$ cat config.mk
export PLATFORM = sky130hd
export DESIGN_NAME = pin_power_down_hold
export DESIGN_NICKNAME = d
export VERILOG_FILES = /design/src/core/pd_pkg.sv /design/src/core/pin_power_down_hold.sv /design/src/core/pin_hold_keeper.sv
export VERILOG_INCLUDE_DIRS = /design/src /design/src/core
export SDC_FILE = /design/constraint.sdc
export NUM_CORES = 1
export LEC_CHECK = 0
export BUFFER_PORTS_ARGS = -buffer_cell sky130_fd_sc_hd__buf_2
export CORE_ASPECT_RATIO = 1.1
export CORE_MARGIN = 1.5
export CORE_UTILIZATION = 30
export CTS_CLUSTER_DIAMETER = 100
export DETAILED_ROUTE_END_ITERATION = 10
export SETUP_SLACK_MARGIN = 0.05
export SLEW_MARGIN = 40
export SYNTH_ARGS = -nofsm -noshare
export SYNTH_HDL_FRONTEND = slang
export SYNTH_HIERARCHICAL = 1
export SYNTH_SLANG_ARGS = --single-unit
$ cat constraint.sdc
create_clock -name clk_sys -period 3.62 [get_ports clk_sys]
set_input_delay 0.181 -clock clk_sys [delete_from_list [all_inputs] [get_ports clk_sys]]
set_output_delay 0.181 -clock clk_sys [all_outputs]
set_load 0.01 [all_outputs]
$ cat src/core/pd_regs.svh
/*
 * Constants of the pin-controlled power-down block: pin counts,
 * reset values and timing counts.
 * Assumes a 50 MHz system clock; included by its bare name.
 */
`ifndef PD_REGS_SVH
`define PD_REGS_SVH

// Pin counts of the device
`define PD_NUM_IO          32
`define PD_NUM_DED         4

// Clock period in ns
`define PD_CLK_PERIOD_NS   20

// Recovery time after the power-down pin falls, in us
`define PD_T_WAKE_US       1
// Longest time, so round down, never below one cycle
`define PD_WAKE_CYC        (((`PD_T_WAKE_US * 1000) / `PD_CLK_PERIOD_NS) < 1 ? 1 : \
                            ((`PD_T_WAKE_US * 1000) / `PD_CLK_PERIOD_NS))
`define PD_WAKE_CNT_W      8

// Reset values
`define PD_RST_OPTION      1'h0
`define PD_RST_DRIVE       1'h0

`endif

$ cat src/core/pd_pkg.sv
/*
 * Types of the pin-controlled power-down block.
 * Assumes pd_regs.svh is on the include path.
 */
`include "pd_regs.svh"

package pd_pkg;

   // Output drive of the user I/O pins
   typedef struct packed {
      logic [`PD_NUM_IO-1:0] level;
      logic [`PD_NUM_IO-1:0] oe;
   } pin_drive_t;

   // Levels seen on the device inputs
   typedef struct packed {
      logic [`PD_NUM_IO-1:0]  io;
      logic [`PD_NUM_DED-1:0] ded;
   } pin_sense_t;

   // Power-down sequence, one-hot
   typedef enum logic [2:0] {
      ST_RUN  = 3'h1,
      ST_DOWN = 3'h2,
      ST_WAKE = 3'h4
   } pd_state_t;

endpackage

$ cat src/core/pin_power_down_hold.sv
/*
 * Pin-controlled power-down of a small programmable logic device.
 * Freezes the outputs, blocks and holds the inputs and asks the logic
 * array to hold its state while the power-down pin is high.
 * Assumes all pin inputs and the option strap are asynchronous and
 * are synchronised here; array-side inputs are on clk_sys.
 */
//
// Overview of operation
// - Power-down exists only when the option is selected; then the pin controls it.
// - Pin high with the option on puts the device into low power.
// - During power-down all outputs and internal state are held unchanged.
// - An output tri-stated at entry stays tri-stated throughout power-down.
// - During power-down all inputs except the power-down pin are blocked.
// - Hold latches keep input and I/O levels during power-down.
// - With the option on, the pin's array input is unavailable.
// - After the pin falls, allow up to 1 us before anything is valid again.
`timescale 1ns/1ns
`include "pd_regs.svh"

module pin_power_down_hold
   import pd_pkg::*;
(
   input  wire logic                   clk_sys,          // System clock, 50 MHz
   input  wire logic                   srst,             // Synchronous reset
   input  wire logic                   cfg_pd_enable,    // Option strap, caught after reset release
   input  wire logic                   power_down_pin_in,// Power-down pin level
   input  wire pin_sense_t             pin_in,           // Input and I/O pin levels
   input  wire pin_drive_t             core_drive,       // Drive from the logic array
   input  wire logic                   core_pd_level,    // Array drive of the pin
   input  wire logic                   core_pd_oe,       // Array enable of the pin
   output pin_drive_t                  pin_drive,        // Drive to the I/O pins
   output pin_sense_t                  array_in,         // Inputs seen by the array
   output logic                        array_pd_in,      // Pin level seen by the array
   output logic                        power_down_pin_out,// Pin output level
   output logic                        power_down_pin_oe,// Pin output enable
   output logic                        array_hold,       // Array holds its state
   output logic                        low_power,        // Device in low power
   output logic                        pd_option         // Option in force
);

   localparam int SENSE_W = `PD_NUM_IO + `PD_NUM_DED;
   localparam int DRIVE_W = 2 * `PD_NUM_IO;
   localparam logic [`PD_WAKE_CNT_W-1:0] WAKE_LAST =
      `PD_WAKE_CNT_W'(`PD_WAKE_CYC - 1);

   // Synchronisers
   logic             pd_meta;
   logic             pd_sync;
   logic             cfg_meta;
   logic             cfg_sync;
   pin_sense_t       sense_meta;
   pin_sense_t       sense_sync;

   always_ff @(posedge clk_sys) begin
      pd_meta    <= power_down_pin_in;
      pd_sync    <= pd_meta;
      cfg_meta   <= cfg_pd_enable;
      cfg_sync   <= cfg_meta;
      sense_meta <= pin_in;
      sense_sync <= sense_meta;
   end

   // Option strap, taken on the first edge after reset release
   logic             rst_seen;

   always_ff @(posedge clk_sys) begin
      if (srst) begin
         rst_seen  <= 1'h1;
         pd_option <= `PD_RST_OPTION;
      end else if (rst_seen) begin
         rst_seen  <= 1'h0;
         pd_option <= cfg_sync;
      end
   end

   // Power-down request
   wire logic        pd_request;

   assign pd_request = pd_option & pd_sync;

   // Sequence
   pd_state_t                   state;
   pd_state_t                   next_state;
   logic [`PD_WAKE_CNT_W-1:0]   wake_cnt;
   logic [`PD_WAKE_CNT_W-1:0]   next_wake_cnt;
   wire logic                   wake_done;

   assign wake_done = (wake_cnt == WAKE_LAST);

   always_comb begin
      next_state    = state;
      next_wake_cnt = wake_cnt;
      unique case (state)
         ST_RUN: begin
            next_wake_cnt = '0;
            if (pd_request) begin
               next_state = ST_DOWN;
            end
         end
         ST_DOWN: begin
            next_wake_cnt = '0;
            if (!pd_request) begin
               next_state = ST_WAKE;
            end
         end
         ST_WAKE: begin
            if (pd_request) begin
               next_state    = ST_DOWN;
               next_wake_cnt = '0;
            end else if (wake_done) begin
               next_state    = ST_RUN;
               next_wake_cnt = '0;
            end else begin
               next_wake_cnt = wake_cnt + 1'h1;
            end
         end
         default: begin
            next_state    = ST_RUN;
            next_wake_cnt = '0;
         end
      endcase
   end

   always_ff @(posedge clk_sys) begin
      if (srst) begin
         state    <= ST_RUN;
         wake_cnt <= '0;
      end else begin
         state    <= next_state;
         wake_cnt <= next_wake_cnt;
      end
   end

   // Hold while down and while recovering
   wire logic        next_hold;
   wire logic        next_low_power;

   assign next_hold      = (next_state != ST_RUN);
   assign next_low_power = (next_state == ST_DOWN);

   always_ff @(posedge clk_sys) begin
      if (srst) begin
         array_hold <= 1'h0;
         low_power  <= 1'h0;
      end else begin
         array_hold <= next_hold;
         low_power  <= next_low_power;
      end
   end

   // Output freeze, enables included
   wire logic [DRIVE_W-1:0] drive_live;
   logic      [DRIVE_W-1:0] drive_held;

   assign drive_live = core_drive;

   pin_hold_keeper #(
      .W       (DRIVE_W)
   ) u_drive_keep (
      .clk_sys (clk_sys),
      .srst    (srst),
      .hold    (next_hold),
      .d       (drive_live),
      .q       (drive_held)
   );

   assign pin_drive = drive_held;

   // Input blocking and hold latches
   wire logic [SENSE_W-1:0] sense_live;
   logic      [SENSE_W-1:0] sense_held;

   assign sense_live = sense_sync;

   pin_hold_keeper #(
      .W       (SENSE_W)
   ) u_sense_keep (
      .clk_sys (clk_sys),
      .srst    (srst),
      .hold    (next_hold),
      .d       (sense_live),
      .q       (sense_held)
   );

   assign array_in = sense_held;

   // Power-down pin as ordinary I/O when the option is off
   wire logic        next_pd_in;
   wire logic        next_pd_oe;
   wire logic        next_pd_out;

   assign next_pd_in  = pd_option ? 1'h0 : pd_sync;
   assign next_pd_oe  = pd_option ? 1'h0 : core_pd_oe;
   assign next_pd_out = pd_option ? 1'h0 : core_pd_level;

   always_ff @(posedge clk_sys) begin
      if (srst) begin
         array_pd_in        <= 1'h0;
         power_down_pin_oe  <= `PD_RST_DRIVE;
         power_down_pin_out <= `PD_RST_DRIVE;
      end else begin
         array_pd_in        <= next_pd_in;
         power_down_pin_oe  <= next_pd_oe;
         power_down_pin_out <= next_pd_out;
      end
   end

   // Entry timing on the driver side: inputs pass the same two stages
   // as the pin, so the captured values are those before the rise

endmodule

$ cat src/core/pin_hold_keeper.sv
/*
 * Bank of per-bit hold latches: each bit follows its source while
 * hold is low and keeps its last value while hold is high.
 * Assumes the source is already on the clk_sys domain.
 */
`timescale 1ns/1ns

module pin_hold_keeper #(
   parameter int W = 8                     // Number of bits
) (
   input  wire logic         clk_sys,      // System clock
   input  wire logic         srst,         // Synchronous reset
   input  wire logic         hold,         // Keep current value
   input  wire logic [W-1:0] d,            // Live value
   output logic      [W-1:0] q             // Held or live value
);

   genvar i;
   generate
      for (i = 0; i < W; i++) begin : g_bit
         wire logic next_q;
         assign next_q = hold ? q[i] : d[i];
         always_ff @(posedge clk_sys) begin
            if (srst) begin
               q[i] <= 1'h0;
            end else begin
               q[i] <= next_q;
            end
         end
      end
   endgenerate

endmodule

After elaboration in Yosys (flattened, before gate mapping)
Index checks and enable logic that the tools add are counted.
Storage, ports and cells
  bits of input ports: 106
  output and inout bits: 106
  flip-flop bits (word level): 194
  logic and storage cells: 134
Operators by class
  muxes and demuxes: 6
  reductions and logical operators: 2
  bitwise operators: 2
  add/sub/neg operators: 1
  eq/ne operators: 6
Operators with widths (number)
  2-to-1 mux 3 bit: 4
  case mux 3 bit (3 select lines): 1
  adder 8 x 1 -> 8 bit (second input constant): 1
  == test 8 x 6 -> 1 bit (second input constant): 1
  == test 3 x 2 -> 1 bit (second input constant): 2
  OR reduction 4 bit: 1
  == test 3 x 1 -> 1 bit (second input constant): 1
  == test 3 bit (second input constant): 1
  != test 3 x 1 -> 1 bit (second input constant): 1
  OR reduction 2 bit: 1
  bitwise AND 1 bit: 1
  2-to-1 mux 1 bit: 1
  inverter 1 bit: 1

Logic depth before layout (Yosys ltp)
  depth in word-level cells: 5
  mapped depth: 9

Hierarchy
The synthesis kept the hierarchy.
Modules (own cells, without submodules)
  pin_hold_keeper (u_drive_keep): cells each 206, area an instance 2290.9 um2, times used 1, sequential area each 1281.2 um2
  pin_power_down_hold: cells each 155, area an instance 2289.7 um2, times used 1, sequential area each 1881.8 um2
  pin_hold_keeper (u_sense_keep): cells each 116, area an instance 1306.3 um2, times used 1, sequential area each 720.7 um2

Worst setup path before layout
OpenSTA, ideal clock, no wires.
  path type: flip-flop to flip-flop
  start: register wake_cnt[0]
  end: register u_drive_keep.q[0]
  setup slack: 1.554 ns
  data arrival time: 1.938 ns
  setup time: 0.128 ns
  buffers on the path: 2
  stages on the path, launching flop included: 9
  cells stage by stage: dfxtp_1 ha_1 or4b_4 nor4b_4 o41ai_1 buf_6 buf_8 mux2i_1 nor2_1
Between the ends
  longest elaborated chain between the ends: 5
Ends and longest elaborated chain
  start: declaration: line pin_power_down_hold.sv:85  | logic [`PD_WAKE_CNT_W-1:0] wake_cnt;
  start signal: assignment: line pin_power_down_hold.sv:131  | wake_cnt <= next_wake_cnt;
  == test 8 x 6 -> 1 bit: line pin_power_down_hold.sv:89  | assign wake_done = (wake_cnt == WAKE_LAST);
  2-to-1 mux 3 bit: line pin_power_down_hold.sv:111  | end else if (wake_done) begin
  2-to-1 mux 3 bit: line pin_power_down_hold.sv:108  | if (pd_request) begin
  case mux 3 bit (3 select lines): line pin_power_down_hold.sv:94  | unique case (state)
  != test 3 x 1 -> 1 bit: line pin_power_down_hold.sv:139  | assign next_hold = (next_state != ST_RUN);
  net next_hold: line pin_power_down_hold.sv:136  | wire logic next_hold;
  end signal: indexed assignment: line pin_hold_keeper.sv:27  | q[i] <= next_q;
  end: declaration: line pin_hold_keeper.sv:15  | output logic [W-1:0] q
The timed path passes the listed nets, and every way through them passes these cells.
A chain may end at the register's enable or synchronous reset.

Worst setup path after layout
  start: register wake_cnt[1]
  end: register u_drive_keep.q[29]
The elaborated chain is that of the path after synthesis.

==> impl_metrics.json <==
{
  "run_status": "finished, final reports clean",
  "num_rows": 53,
  "cts_tree": "built",
  "clock-sinks": 194,
  "via_per_inst": 4.15,
  "die_h_um": 150,
  "grt_pass1_vias": 4237,
  "overflow": 0,
  "setup_tns_ns": 0,
  "crit_type": "reg2reg",
  "n_antenna_cell": 0,
  "synthArstFlopShare_pct": 0,
  "synth_nets": 585,
  "r2r-start": "wake_cnt[1]",
  "worstPathRequired_ns": 3.90,
  "min_from": "core_drive[21]",
  "total_power_mw": 4.71,
  "track_usage_pct": 12.5,
  "cts_root_buf": "clkbuf_16",
  "setup_viol": 0,
  "power_density_mw_per_mm2": 541,
  "start_util_pct": 30.7,
  "start_kind": "register",
  "min_path_type": "in2reg",
  "worstPathCellList": "inv_1, ha_1, or4b_4, nor4b_4, o41ai_2, buf_4, mux2i_1, nor2_1",
  "post-cts-setup-buffers": 0,
  "wire_per_inst_um": 12.5,
  "slew_headroom_pct": 46.5,
  "place_hpwl_um": 7960,
  "maxCapViolations": 0,
  "synth_common_cells": "194 x dfxtp_1, 109 x nor2_1, 101 x mux2i_1",
  "critPathArrivalTime_ns": 2.71,
  "antenna_found_initial": 0,
  "fin_worst_skew_ns": 0.00925,
  "synth_top_area_share_pct": 66.0,
  "cts-buffers-inserted": 17,
  "slew_viol_final": 0,
  "synth_enable_flop_cells": 0,
  "ir_drop_v": 0.000468,
  "core_region_area_mm2": 0.0192,
  "finalCritPeriodShare_pct": 67.0,
  "worst_pin_slew_ns": 0.802,
  "rsz0062_at_grt": "false",
  "yosysTopAreaCell": "dfxtp_1",
  "synthMostInstantiatedCell": "dfxtp_1",
  "vias": 4343,
  "firstDrtPassIters": 5,
  "max_freq_mhz": 412,
  "postRouteAntennaNets": 0,
  "ys_seq_area_share_pct": 66.0,
  "path_max_fanout": 45,
  "clockBufferDepth": 2,
  "area_delta_synth_final_pct": 48.1,
  "ctsHtreeMaxLevel": 4,
  "slowest_delay_ns": 0.67,
  "cp-end-kind": "register",
  "grt_first_pass_wirelength_um": 19800,
  "grt_max_degree": 56,
  "postSynthCellCount": 477,
  "ys_types": 35,
  "leakage_nw": 3.82,
  "fp.dieW_um": 137,
  "insertion_delay_ns": 0.42,
  "gp_congestion": 0.715,
  "yosys_warnings": 6,
  "min_period_ns": 2.42,
  "drcViolationCount": 0,
  "pin_count": 212,
  "final_layout_size_suffix_gt1_share_pct": 31.3,
  "syn_avg_cell_area_um2": 12.3,
  "cp-startpoint": "wake_cnt[1]",
  "cp_slowest_cell": "buf_4",
  "postLayoutCellArea_mm2": 0.00872,
  "ys_ff_latch": 194,
  "place_area_mm2": 0.00706,
  "ys.flop_type": "dfxtp_1",
  "finalNetCount": 894,
  "die_area_mm2": 0.0205,
  "port_buffers": 211,
  "syn_area_mm2": 0.00589,
  "hold_viol_final": 0,
  "clk_pin_slew_worst_paths_ns": 0.07,
  "first_iter_violations": 117,
  "ys_top_cells_by_area": "dfxtp_1 66%, mux2i_1 17%, nor2_1 7.0%",
  "drt_wl_total_um": 13100
}
-- where the power goes --
part | leakage, nW | switching (mW) | total, mW | internal (mW)
clock network | 0.312 | 0.882 | 2.01 | 1.13
logic | 1.89 | 0.177 | 0.399 | 0.222
registers | 1.62 | 0.0476 | 2.30 | 2.25
total | 3.82 | 1.11 | 4.71 | 3.61
-- final timing paths --
check | endpoint | slack, ns | cells past startpoint
setup reg to reg | u_drive_keep/q[29] | 1.20 | 8
hold / removal | u_drive_keep/q[21] | 0.02 | 3
hold reg to reg | sense_live[5] | 0.33 | 0
setup / recovery | u_drive_keep/q[29] | 1.20 | 8
-- critical path: cells and delay by family (launching register included) --
kind	cells	cell delay [ns]
flip-flops	1	0.37
AND/OR/NAND/NOR	3	0.36
buffers and inverters	2	0.73
AO/OA/AOI/OAI	1	0.33
multiplexers	1	0.26
adder cells (fa/ha/maj)	1	0.16
-- per-layer routing --
metal	up-vias	GRT usage, %	wire (µm)
li1	2201	-	-
met1	1961	13.6	5650
met2	165	21.7	6060
met3	16	4.37	1130
met4	0	5.43	212
met5	-	0	0
-- per-stage QoR --
step	util [%]	hold WS [ns]	std cells	setup slack (ns)
6_report	45.5	0.0226	1046	1.20
5_1_grt	45.5	0.0216	1046	0.999
4_1_cts	45.5	0.00835	1046	1.16
3_5_place_dp	36.8	0.285	913	1.17
3_3_place_gp	36.8	0.283	913	1.22
2_1_floorplan	-	0.209	477	1.55
-- flip-flops by register name, summed over array words and instances, names as in the netlist --
signal / cells
pd_sync: 1
pd_option: 1
cfg_sync: 1
rst_seen: 1
sense_live: 36
pd_meta: 1
u_sense_keep/q: 36
u_drive_keep/q: 64
state: 3
sense_meta: 36
cfg_meta: 1
power_down_pin_out: 1
array_pd_in: 1
wake_cnt: 8
low_power: 1
power_down_pin_oe: 1
array_hold: 1
-- what timing repair did --
action | in CTS | in global routing
hold buffers | 101 | 0
gates resized for setup | 0 | 0
hold endpoints to repair | 101 | 0
-- logic make-up after synthesis --
| group | after synthesis | share of synthesized area [%] |
|---|---|---|
| AO/OA/AOI/OAI | 15 | 2.08 |
| XOR/XNOR | 4 | 0.595 |
| adder cells (fa/ha/maj) | 2 | 0.425 |
| buffers and inverters | 28 | 4.10 |
| flip-flops | 194 | 66.0 |
| multiplexers | 102 | 17.4 |
| AND/OR/NAND/NOR | 132 | 9.46 |
-- cells in the final DEF, fill, tap and decap left out, types with 2 or more instances in the layout --
cell	Yosys	final
a21oi_1	4	4
and2_1	3	3
buf_2	3	210
buf_4	0	3
bufinv_16	0	3
clkbuf_16	0	17
clkinv_8	0	3
dfxtp_1	194	194
dlygate4sd3_1	0	101
ha_1	2	2
inv_1	3	3
inv_6	0	3
inv_8	0	4
mux2i_1	101	101
nand2_1	6	6
nand3_1	5	5
nor2_1	109	109
nor3_1	2	2
o21ai_0	2	2
o31ai_1	2	2
or3_1	2	2
xor2_1	3	3
-- final cells by class --
cell class | count | area (µm²)
Timing Repair Buffer | 315 | 2100
Inverter | 3 | 11.3
Fill cell | 1774 | 10400
Clock inverter | 14 | 218
Tap cell | 247 | 309
Sequential cell | 194 | 3880
Multi-Input combinational cell | 255 | 1770
Clock buffer | 18 | 429
No activity file was read; power rests on OpenSTA's default activity.
